--- config.mk ---
export PLATFORM = sky130hd
export DESIGN_NAME = cod_top
export DESIGN_NICKNAME = d
export VERILOG_FILES = /design/src/cod_divider.v /design/src/cod_pin_mux.v /design/src/cod_top.v
export VERILOG_INCLUDE_DIRS = /design/src
export SDC_FILE = /design/constraint.sdc
export NUM_CORES = 1
export LEC_CHECK = 0
export BUFFER_PORTS_ARGS = -buffer_cell sky130_fd_sc_hd__buf_2
export CORE_UTILIZATION = 58
export DETAILED_ROUTE_END_ITERATION = 6
export PLACE_DENSITY = 0.85
export SYNTH_ARGS = -nofsm -noshare
export SYNTH_HDL_FRONTEND = slang
export SYNTH_SLANG_ARGS = --single-unit
--- constraint.sdc ---
create_clock -name clk_i -period 8.07 [get_ports clk_i]
set_clock_uncertainty 0.1 [all_clocks]
set_input_delay 1.2105 -clock clk_i [delete_from_list [all_inputs] [get_ports clk_i]]
set_output_delay 1.2105 -clock clk_i [all_outputs]
set_load 0.01 [all_outputs]
--- src/cod_defs.vh ---
// register offsets, field positions, reset values and codes for the clock output config bank
`ifndef COD_DEFS_VH
`define COD_DEFS_VH

// ----------------------------------------
// register byte offsets
// ----------------------------------------
`define COD_ADDR_DIV_CTRL 5'h00
`define COD_ADDR_DRV_EN 5'h04
`define COD_ADDR_DRV_TYPE 5'h08
`define COD_ADDR_DRV_AMP 5'h0c
`define COD_ADDR_STATUS 5'h10

// ----------------------------------------
// reset values
// ----------------------------------------
`define COD_RST_DIV_CTRL 16'h8069
`define COD_RST_DRV_EN 8'h00
`define COD_RST_DRV_TYPE 8'h6c
`define COD_RST_DRV_AMP 8'hb4

// ----------------------------------------
// masks of writable bits
// ----------------------------------------
`define COD_WMASK_DIV_CTRL 16'hbfff
`define COD_WMASK_DRV_EN 8'h0f
`define COD_WMASK_DRV_TYPE 8'hff
`define COD_WMASK_DRV_AMP 8'hff

// ----------------------------------------
// field positions
// ----------------------------------------
`define COD_DIV_REG_ON_BIT 15
`define COD_DIV_RATIO_MSB 13
`define COD_DRV_DIS_STATE_MSB 3
`define COD_DRV_DIS_STATE_LSB 2
`define COD_DRV_DISABLE_BIT 1
`define COD_DRV_PD_BIT 0
`define COD_CMOS_MSB 7
`define COD_CMOS_LSB 6
`define COD_CM_MSB 5
`define COD_CM_LSB 4
`define COD_TERM_BIT 3
`define COD_BIAS_BIT 2
`define COD_TYPE_MSB 1
`define COD_TYPE_LSB 0
`define COD_SWING_MSB 7
`define COD_SWING_LSB 4
`define COD_LVDS_AMP_BIT 3

// ----------------------------------------
// codes
// ----------------------------------------
`define COD_DIV_MIN 14'h000a
`define COD_TYPE_HCSL 2'h0
`define COD_TYPE_RSVD 2'h1
`define COD_TYPE_LVDS 2'h2
`define COD_TYPE_CMOS 2'h3
`define COD_DIS_LOW_LOW 2'h0
`define COD_DIS_LOW_HIGH 2'h1
`define COD_DIS_HIZ 2'h2
`define COD_DIS_RUN 2'h3
`define COD_CMOS_SAME 2'h0
`define COD_CMOS_OPP 2'h1
`define COD_CMOS_TRUE 2'h2
`define COD_CMOS_COMP 2'h3

`endif

--- src/cod_divider.v ---
// output clock divider with regulator gate
`timescale 1ns/1ps
module cod_divider #(
	parameter RATIO_W = 14
) (
	// clock and reset
	input wire clk_i,
	input wire rst_i,
	// control
	input wire regulator_on_i,
	input wire [RATIO_W-1:0] ratio_i,
	// divided clock
	output reg div_clk_o
);
	reg [RATIO_W-1:0] cnt_q;
	wire [RATIO_W-1:0] half;
	assign half = {1'b0, ratio_i[RATIO_W-1:1]};

	always @(posedge clk_i) begin
		if (rst_i || !regulator_on_i) begin
			cnt_q <= {RATIO_W{1'b0}};
			div_clk_o <= 1'b0;
		end else if (cnt_q >= ratio_i - {{(RATIO_W-1){1'b0}}, 1'b1}) begin
			cnt_q <= {RATIO_W{1'b0}};
			div_clk_o <= 1'b0;
		end else begin
			cnt_q <= cnt_q + {{(RATIO_W-1){1'b0}}, 1'b1};
			div_clk_o <= (cnt_q + {{(RATIO_W-1){1'b0}}, 1'b1}) >= half;
		end
	end
endmodule

--- src/cod_pin_mux.v ---
// pin pair selection for driver type, disabled state and power down
`include "cod_defs.vh"
`timescale 1ns/1ps
module cod_pin_mux (
	// clock and reset
	input wire clk_i,
	input wire rst_i,
	// controls
	input wire clk_in_i,
	input wire enabled_i,
	input wire power_down_i,
	input wire [1:0] drv_type_i,
	input wire [1:0] dis_state_i,
	input wire [1:0] cmos_arr_i,
	// pins
	output reg true_o,
	output reg true_oe_o,
	output reg comp_o,
	output reg comp_oe_o
);
	reg t_d;
	reg c_d;
	reg oe_d;

	always @* begin
		t_d = clk_in_i;
		c_d = ~clk_in_i;
		oe_d = 1'b1;
		if (power_down_i) begin
			t_d = 1'b0;
			c_d = 1'b0;
			oe_d = 1'b0;
		end else if (!enabled_i && dis_state_i != `COD_DIS_RUN) begin
			case (dis_state_i)
				`COD_DIS_LOW_LOW: begin
					t_d = 1'b0;
					c_d = (drv_type_i == `COD_TYPE_LVDS);
				end
				`COD_DIS_LOW_HIGH: begin
					t_d = 1'b0;
					c_d = 1'b1;
				end
				default: begin
					t_d = 1'b0;
					c_d = 1'b0;
					oe_d = 1'b0;
				end
			endcase
		end else if (drv_type_i == `COD_TYPE_CMOS) begin
			case (cmos_arr_i)
				`COD_CMOS_SAME: c_d = clk_in_i;
				`COD_CMOS_OPP: c_d = ~clk_in_i;
				`COD_CMOS_TRUE: c_d = 1'b0;
				default: begin
					t_d = 1'b0;
					c_d = ~clk_in_i;
				end
			endcase
		end
	end

	always @(posedge clk_i) begin
		if (rst_i) begin
			true_o <= 1'b0;
			comp_o <= 1'b0;
			true_oe_o <= 1'b0;
			comp_oe_o <= 1'b0;
		end else begin
			true_o <= t_d;
			comp_o <= c_d;
			true_oe_o <= oe_d;
			comp_oe_o <= oe_d;
		end
	end
endmodule

--- src/cod_top.v ---
// clock output driver configuration bank with wishbone slave
// Behaviour
// RULE_01: fourteen bit divider ratio, minimum ten
// RULE_02: bit fifteen enables divider regulator, reset set
// RULE_03: disabled state field sets pin pair
// RULE_04: disable bit forces driver disabled
// RULE_05: power down tristates pins, overrides enables
// RULE_06: cmos arrangement field picks pin phases
// RULE_07: lvds common mode 700 to 1000 mV
// RULE_08: termination bit enables internal fifty ohm
// RULE_09: bias enable powers driver bias, reset set
// RULE_10: driver type hcsl, lvds, cmos; one reserved
// RULE_11: four bit swing, 200 to 900 mV
// RULE_12: lvds amplitude bit, 350 or 400 mV
// RULE_13: software keeps reserved fields at reset values
//
// Implementation choices: the Wishbone register port and the address map.
`include "cod_defs.vh"
`timescale 1ns/1ps
module cod_top (
	// clock and reset
	input wire clk_i,
	input wire rst_i,
	// wishbone slave
	input wire cyc_i,
	input wire stb_i,
	input wire we_i,
	input wire [4:0] adr_i,
	input wire [3:0] sel_i,
	input wire [31:0] dat_i,
	output reg [31:0] dat_o,
	output reg ack_o,
	output reg err_o,
	// external disable source
	input wire ext_disable_i,
	// output pins
	output reg clk_out_true_o,
	output reg clk_out_true_oe_o,
	output reg clk_out_comp_o,
	output reg clk_out_comp_oe_o,
	// analog controls
	output reg divider_regulator_on_o,
	output reg driver_bias_on_o,
	output reg hcsl_term_on_o,
	output reg [1:0] low_swing_common_level_o,
	output reg [3:0] swing_code_o,
	output reg lvds_amp_high_o,
	output reg driver_power_down_o
);
	// ----------------------------------------
	// registers
	// ----------------------------------------
	localparam [15:0] DIV_WMASK = `COD_WMASK_DIV_CTRL;
	reg [15:0] div_ctrl_q;
	reg [7:0] drv_en_q;
	reg [7:0] drv_type_q;
	reg [7:0] drv_amp_q;
	reg ext_meta_q;
	reg ext_sync_q;
	reg [31:0] rdata_d;
	reg hit_d;
	wire req;
	wire div_clk;
	wire pin_t;
	wire pin_t_oe;
	wire pin_c;
	wire pin_c_oe;
	wire enabled;
	wire ratio_bad;
	wire type_bad;
	wire [13:0] ratio_eff;

	assign req = cyc_i && stb_i && !ack_o && !err_o;

	// ----------------------------------------
	// external disable synchroniser
	// ----------------------------------------
	always @(posedge clk_i) begin
		if (rst_i) begin
			ext_meta_q <= 1'b0;
			ext_sync_q <= 1'b0;
		end else begin
			ext_meta_q <= ext_disable_i;
			ext_sync_q <= ext_meta_q;
		end
	end

	// ----------------------------------------
	// read decode
	// ----------------------------------------
	always @* begin
		rdata_d = 32'h00000000;
		hit_d = 1'b1;
		case ({adr_i[4:2], 2'b00})
			`COD_ADDR_DIV_CTRL: rdata_d = {16'h0000, div_ctrl_q};
			`COD_ADDR_DRV_EN: rdata_d = {24'h000000, drv_en_q};
			`COD_ADDR_DRV_TYPE: rdata_d = {24'h000000, drv_type_q};
			`COD_ADDR_DRV_AMP: rdata_d = {24'h000000, drv_amp_q};
			`COD_ADDR_STATUS: rdata_d = {28'h0000000, type_bad, ratio_bad, enabled,
				driver_power_down_o};
			default: hit_d = 1'b0;
		endcase
	end

	// ----------------------------------------
	// write path and bus answer
	// ----------------------------------------
	always @(posedge clk_i) begin
		if (rst_i) begin
			div_ctrl_q <= `COD_RST_DIV_CTRL; // RULE_02
			drv_en_q <= `COD_RST_DRV_EN;
			drv_type_q <= `COD_RST_DRV_TYPE; // RULE_09
			drv_amp_q <= `COD_RST_DRV_AMP; // RULE_13
			ack_o <= 1'b0;
			err_o <= 1'b0;
			dat_o <= 32'h00000000;
		end else begin
			ack_o <= req && hit_d;
			err_o <= req && !hit_d;
			dat_o <= (req && hit_d && !we_i) ? rdata_d : 32'h00000000;
			if (req && hit_d && we_i) begin
				case ({adr_i[4:2], 2'b00})
					`COD_ADDR_DIV_CTRL: begin
						if (sel_i[0])
							div_ctrl_q[7:0] <= dat_i[7:0];
						if (sel_i[1])
							div_ctrl_q[15:8] <= dat_i[15:8] & DIV_WMASK[15:8];
					end
					`COD_ADDR_DRV_EN: begin
						if (sel_i[0])
							drv_en_q <= dat_i[7:0] & `COD_WMASK_DRV_EN;
					end
					`COD_ADDR_DRV_TYPE: begin
						if (sel_i[0])
							drv_type_q <= dat_i[7:0] & `COD_WMASK_DRV_TYPE;
					end
					`COD_ADDR_DRV_AMP: begin
						if (sel_i[0])
							drv_amp_q <= dat_i[7:0] & `COD_WMASK_DRV_AMP;
					end
					default: begin
						drv_en_q <= drv_en_q;
					end
				endcase
			end
		end
	end

	// ----------------------------------------
	// driver state
	// ----------------------------------------
	assign ratio_bad = div_ctrl_q[`COD_DIV_RATIO_MSB:0] < `COD_DIV_MIN; // RULE_01
	assign ratio_eff = ratio_bad ? `COD_DIV_MIN : div_ctrl_q[`COD_DIV_RATIO_MSB:0]; // RULE_01
	assign type_bad = drv_type_q[`COD_TYPE_MSB:`COD_TYPE_LSB] == `COD_TYPE_RSVD; // RULE_10
	assign enabled = !drv_en_q[`COD_DRV_DISABLE_BIT] && !ext_sync_q; // RULE_04

	cod_divider #(
		.RATIO_W(14)
	) u_div (
		.clk_i(clk_i),
		.rst_i(rst_i),
		.regulator_on_i(div_ctrl_q[`COD_DIV_REG_ON_BIT]),
		.ratio_i(ratio_eff),
		.div_clk_o(div_clk)
	);

	cod_pin_mux u_mux (
		.clk_i(clk_i),
		.rst_i(rst_i),
		.clk_in_i(div_clk),
		.enabled_i(enabled),
		.power_down_i(drv_en_q[`COD_DRV_PD_BIT]),
		.drv_type_i(drv_type_q[`COD_TYPE_MSB:`COD_TYPE_LSB]),
		.dis_state_i(drv_en_q[`COD_DRV_DIS_STATE_MSB:`COD_DRV_DIS_STATE_LSB]),
		.cmos_arr_i(drv_type_q[`COD_CMOS_MSB:`COD_CMOS_LSB]),
		.true_o(pin_t),
		.true_oe_o(pin_t_oe),
		.comp_o(pin_c),
		.comp_oe_o(pin_c_oe)
	);

	// ----------------------------------------
	// registered outputs
	// ----------------------------------------
	always @(posedge clk_i) begin
		if (rst_i) begin
			clk_out_true_o <= 1'b0;
			clk_out_true_oe_o <= 1'b0;
			clk_out_comp_o <= 1'b0;
			clk_out_comp_oe_o <= 1'b0;
			divider_regulator_on_o <= 1'b1;
			driver_bias_on_o <= 1'b1;
			hcsl_term_on_o <= 1'b1;
			low_swing_common_level_o <= 2'h2;
			swing_code_o <= 4'hb;
			lvds_amp_high_o <= 1'b0;
			driver_power_down_o <= 1'b0;
		end else begin
			clk_out_true_o <= pin_t; // RULE_03
			clk_out_comp_o <= pin_c; // RULE_06
			clk_out_true_oe_o <= pin_t_oe; // RULE_05
			clk_out_comp_oe_o <= pin_c_oe; // RULE_05
			driver_power_down_o <= drv_en_q[`COD_DRV_PD_BIT]; // RULE_05
			divider_regulator_on_o <= div_ctrl_q[`COD_DIV_REG_ON_BIT]; // RULE_02
			driver_bias_on_o <= drv_type_q[`COD_BIAS_BIT]; // RULE_09
			hcsl_term_on_o <= drv_type_q[`COD_TERM_BIT] &&
				drv_type_q[`COD_TYPE_MSB:`COD_TYPE_LSB] == `COD_TYPE_HCSL; // RULE_08
			low_swing_common_level_o <= drv_type_q[`COD_CM_MSB:`COD_CM_LSB]; // RULE_07
			swing_code_o <= drv_amp_q[`COD_SWING_MSB:`COD_SWING_LSB]; // RULE_11
			lvds_amp_high_o <= drv_amp_q[`COD_LVDS_AMP_BIT] &&
				drv_type_q[`COD_TYPE_MSB:`COD_TYPE_LSB] == `COD_TYPE_LVDS; // RULE_12
		end
	end
endmodule

Word-level counts from Yosys, hierarchy flattened --
Index checks and enable logic that the tools add are counted.
Cells by class: add/subtract/negate cells 2, magnitude comparators 3, equality and inequality tests 11, mux-type cells 11, bitwise logic cells 2, reductions and logical operators 36
Operator list (count):
- $pmux 16 s5 | 1
- $reduce_and 3->1 | 5
- $add 14x1->14 const B | 1
- $ge 14x13->1 | 1
- $ge 14x14->1 | 1
- $lt 14x4->1 const B | 1
- $mux 14 | 1
- $sub 14x1->14 const B | 1
- $logic_and 1x1->1 | 11
- $logic_not 1->1 | 8
- $reduce_or 2->1 | 4
- $mux 1 | 7
- $eq 2x1->1 const B | 3
- $eq 2x2->1 const B | 3
- $eq 3x2->1 const B | 2
- $logic_not 2->1 | 3
- $reduce_or 3->1 | 2
- $reduce_or 5->1 | 1
- $pmux 1 s2 | 2
- $eq 3x1->1 const B | 1
- $eq 3x3->1 const B | 1
- $logic_not 3->1 | 1
- $ne 2x2->1 const B | 1
- $not 1->1 | 2
- $logic_or 1x1->1 | 1
Word-level totals: register bits 103, bits of input ports 47, output and inout bits 49, word-level logic and storage cells 90

Longest topological paths before layout --
depth in word-level cells 7, mapped depth 18, depth with buffers taken out 15

By module --
A second synthesis with hierarchy kept.
Second synthesis, totals: cell total of the unflattened synthesis 482, area total of the unflattened synthesis 4583.1 µm²
By module, submodules not included:
- cod_top | instances 1, cells an instance 295, area an instance 2950.3 µm², sequential area each 1381.3 µm²
- cod_divider | instances 1, cells an instance 169, area an instance 1467.7 µm², sequential area each 300.3 µm²
- cod_pin_mux | instances 1, cells an instance 18, area an instance 165.2 µm², sequential area each 60.1 µm²

Worst setup path after synthesis --
OpenSTA, ideal clock, no wires.
path kind flip-flop to flip-flop, from register div_ctrl_q[4], to register u_div.div_clk_o, library setup time 0.074 ns, arrival time 3.337 ns, required time 7.896 ns, setup slack 4.559 ns, stages on the path, launching flop included 19, buffers on the path 3, period minus slack after synthesis 3.511 ns, cell sequence dfxtp_1 buf_2 nor4_1 and4_1 buf_4 nand2_1 nand2_1 ha_1 nand2b_1 nor3_1 nand3_1 xnor2_1 ha_1 a21oi_1 o21ai_0 a221oi_1 o311ai_2 buf_2 a31oi_1
Between the ends: longest elaborated chain between the ends 5, elaborated cells between the ends (all ways) 6, those cells by class add/sub (1); order compare (3); mux (1); reduce/logical (1)
Ends and longest elaborated chain:
- start: declaration | RTL line cod_top.v:54 | reg [15:0] div_ctrl_q;
- start signal: assignment | RTL line cod_top.v:110 | div_ctrl_q <= `COD_RST_DIV_CTRL;
- start signal: assignment | RTL line cod_top.v:125 | div_ctrl_q[7:0] <= dat_i[7:0];
- $lt 14x4->1 (no line)
- $mux 14 * | RTL line cod_top.v:153 | assign ratio_eff = ratio_bad ? `COD_DIV_MIN : div_ctrl_q[`COD_DIV_RATIO_MSB:0];
- $sub 14x1->14 | RTL line cod_divider.v:23 | end else if (cnt_q >= ratio_i - {{(RATIO_W-1){1'b0}}, 1'b1}) begin
- $ge 14x14->1 | RTL line cod_divider.v:23
- $reduce_or 2->1 (no line)
- end signal: assignment | RTL line cod_divider.v:28 | div_clk_o <= (cnt_q + {{(RATIO_W-1){1'b0}}, 1'b1}) >= half;
- end: declaration | RTL line cod_divider.v:13 | output reg div_clk_o
Every way passes the cells marked *; elsewhere a longest branch is shown, timed or not. A chain may end at the register's enable or synchronous reset.

Final worst setup path --
Same ends and word-level chain as after synthesis.

==> results.txt <==
status: finished clean
#FFs+latches synth: 86
diodes inserted: 0
Worst path top cell family by delay: simple AND/OR/NAND/NOR gates
Crit-path slowest cell: o311ai_2
Max Root-Sink Buffers: 2
Routability Congestion: 0.855
io pins: 96
Final nets: 576
vias: 3360
most used cell, CP: nand2_1
compound-gate portion of the synthesized area: 0.109
CTS tree: yes
Synth area leader: dfxtp_1
Port Buf Inserts: 57
setup TNS: 0 ns
hpwl dp: 6290 microns
Total GRT Usage: 0.235
mean post-synth cell area: 9.31 sq um
Top FF cell, synth: dfxtp_1
Worst Path Buf+Inv: 0
vias in the first global route: 2985
die area: 7630 sq um
Worst Tran Pin Value: 1.04 ns
share of layout cells above drive strength 1: 0.181
Final setup viols: 0
RSZ-0062 raised after global routing: false
Hold Buf Count CTS: 0
pre-CTS WS: 3.75 ns
Overflow after GRT: 0
Area Overhead vs Synth: 10.1%
worst hold path class: flop to flop
fin crit period: 4.39 ns
# Max-Cap Violations: 0
Yosys top cell area share: 0.407
number of synthesized flops with an enable pin: 0
relative slew slack: 0.308
post-synthesis sequential area ratio: 0.407
crit-path max cell delay: 0.90 ns
postcts setup bufs: 0
Final Hold Vio Count: 0
VDD IR max: 90.1 uV
XOR/XNOR Fraction of Synth Area: 0.0435
Post-Synthesis Cells: 454
Simple-Gate Fraction of Synth Area: 0.220
post-CTS sizing: 0
Starting Density: 0.612
adder-cell area share of the yosys netlist: 0.0858
crit share post-route: 0.543
setup slack after layout: 3.68 ns
Pre-antenna DRT Iters: 4
CP endpoint kind: flop
die width: 87.4 microns
first-pass GRT wire length: 13900 microns
most common cell after layout, fill and taps aside: dfxtp_1
cts bufs inserted: 9
Peak Freq: 0.228 GHz
count of pins over their slew limit: 0
worst-skew pair later-pin latency: 0.36 ns
initial antenna violation count: 0
final core occ: 0.674
main combinational cell family by area after synthesis: simple AND/OR/NAND/NOR gates
Starting DRT DRC Count: 184
largest net degree at the start of global routing: 58
# rows: 30
Core ar.: 6910 sq um
Clock Pin Slew Worst Setup and Hold Paths: 0.09 ns
Die Ht: 87.4 microns
CTS root buf: clkbuf_8
routed len/inst: 14.5 microns
critical path data arrival time: 4.47 ns
DRC errors left: 0
async set or reset register ratio after synthesis: 0
critical path startpoint category: flop
multiplexer share of the synthesized area: 0.0636
Synth Cell Area: 4230 sq um
Final ANT Viol Nets: 0
Sinks on Clock Net: 86
LEAKAGE: 0.00199 uW
pwr dens: 168 nW/um^2
Post-Layout Inst Area: 4660 sq um
CP Cell Sequence: nor4_1 -> and4_1 -> nand2_1 -> nand2_1 -> ha_1 -> nand2b_1 -> nor3_1 -> nand3_1 -> xnor2_1 -> ha_1 -> nand2_1 -> o21ai_0 -> a221oi_1 -> o311ai_2 -> a31oi_1
final wirelength: 8670 microns
number of vias per cell: 5.60
number of warnings printed during yosys synthesis: 0
post-synthesis cell type count: 52
# H-tree levels: 3
Cell Area, Placed: 4460 sq um
most frequent cells in the layout: dfxtp_1 (86), buf_2 (57), nor2_1 (40), nor2b_1 (31), ha_1 (29)
critical path class: flop to flop
CP required: 8.15 ns
total power draw: 781 uW
CP max FO: 15
largest cells by area after synthesis: dfxtp_1 (41%), ha_1 (8.6%), nor2b_1 (4.6%), mux2i_1 (4.5%), buf_4 (3.7%)
Fillers: 595
## registers in the layout, indices dropped and copies added (netlist names), 2 cells and up
signal                    cells
dat_o                        15
drv_amp_q                     8
drv_type_q                    8
drv_en_q                      4
swing_code_o                  4
div_ctrl_q                   15
low_swing_common_level_o      2
u_div.cnt_q                  14
## layer usage
metal  part of all wire  up-vias  track usage
met5                  0        -            0
met4              0.016        0       0.0730
met3              0.065       16       0.0559
met2               0.47      137        0.383
met1               0.44     1562        0.308
li1                   -     1645            -
## cell usage after synthesis (all sizes together) (9+ instances only)
| cell | number |
|---|---|
| nand2 | 26 |
| nor3 | 14 |
| a21oi | 15 |
| nor2 | 41 |
| inv | 17 |
| a211o | 13 |
| xnor2 | 13 |
| buf | 30 |
| nor2b | 31 |
| dfxtp | 86 |
| ha | 29 |
| o21ai | 11 |
| a22oi | 9 |
| mux2i | 19 |
| nand3 | 12 |
## cell type report
cell class	instances	area (sq um)	area share
multi-input combinational	329	2270	0.488
sequential	86	1720	0.370
timing repair buffer	57	285	0.0613
clock buffer	9	124	0.0266
tap	96	120	0.0258
clock inverter	6	71.3	0.0153
inverter	17	63.8	0.0137
## report_power, final
part	internal [uW]	switching, uW	total [uW]
registers	429	3.75	432
logic	17.9	29.8	47.7
clock network	143	158	301
## kinds of logic (layout without fill, tap and decap cells)
| group | count (synthesis) | count (layout) |
|---|---|---|
| adders and majority gates | 29 | 29 |
| AOI/OAI and AO/OA | 65 | 65 |
| and+or+nand+nor | 172 | 172 |
| xor gates and xnor gates | 21 | 21 |
| DFF | 86 | 86 |
| muxes | 25 | 25 |
| other | 1 | 17 |
| buffers and inverters | 55 | 89 |
## per-stage QoR
step	cells	hold WS (ns)
floorplan	470	0.314
global placement	585	0.315
detailed placement	585	0.333
CTS	600	0.354
global route	600	0.369
finish	600	0.349
## final timing paths
path	startpoint	endpoint	slack, ns	cells past startpoint
worst max-delay path	div_ctrl_q[4]	u_div.div_clk_o	3.68	15
worst min-delay path	u_mux.comp_o	clk_out_comp_o	0.35	1
worst max register to register	div_ctrl_q[4]	u_div.div_clk_o	3.68	15
worst min register to register	u_mux.comp_o	clk_out_comp_o	0.35	1
No activity file was read; power rests on OpenSTA's default activity.
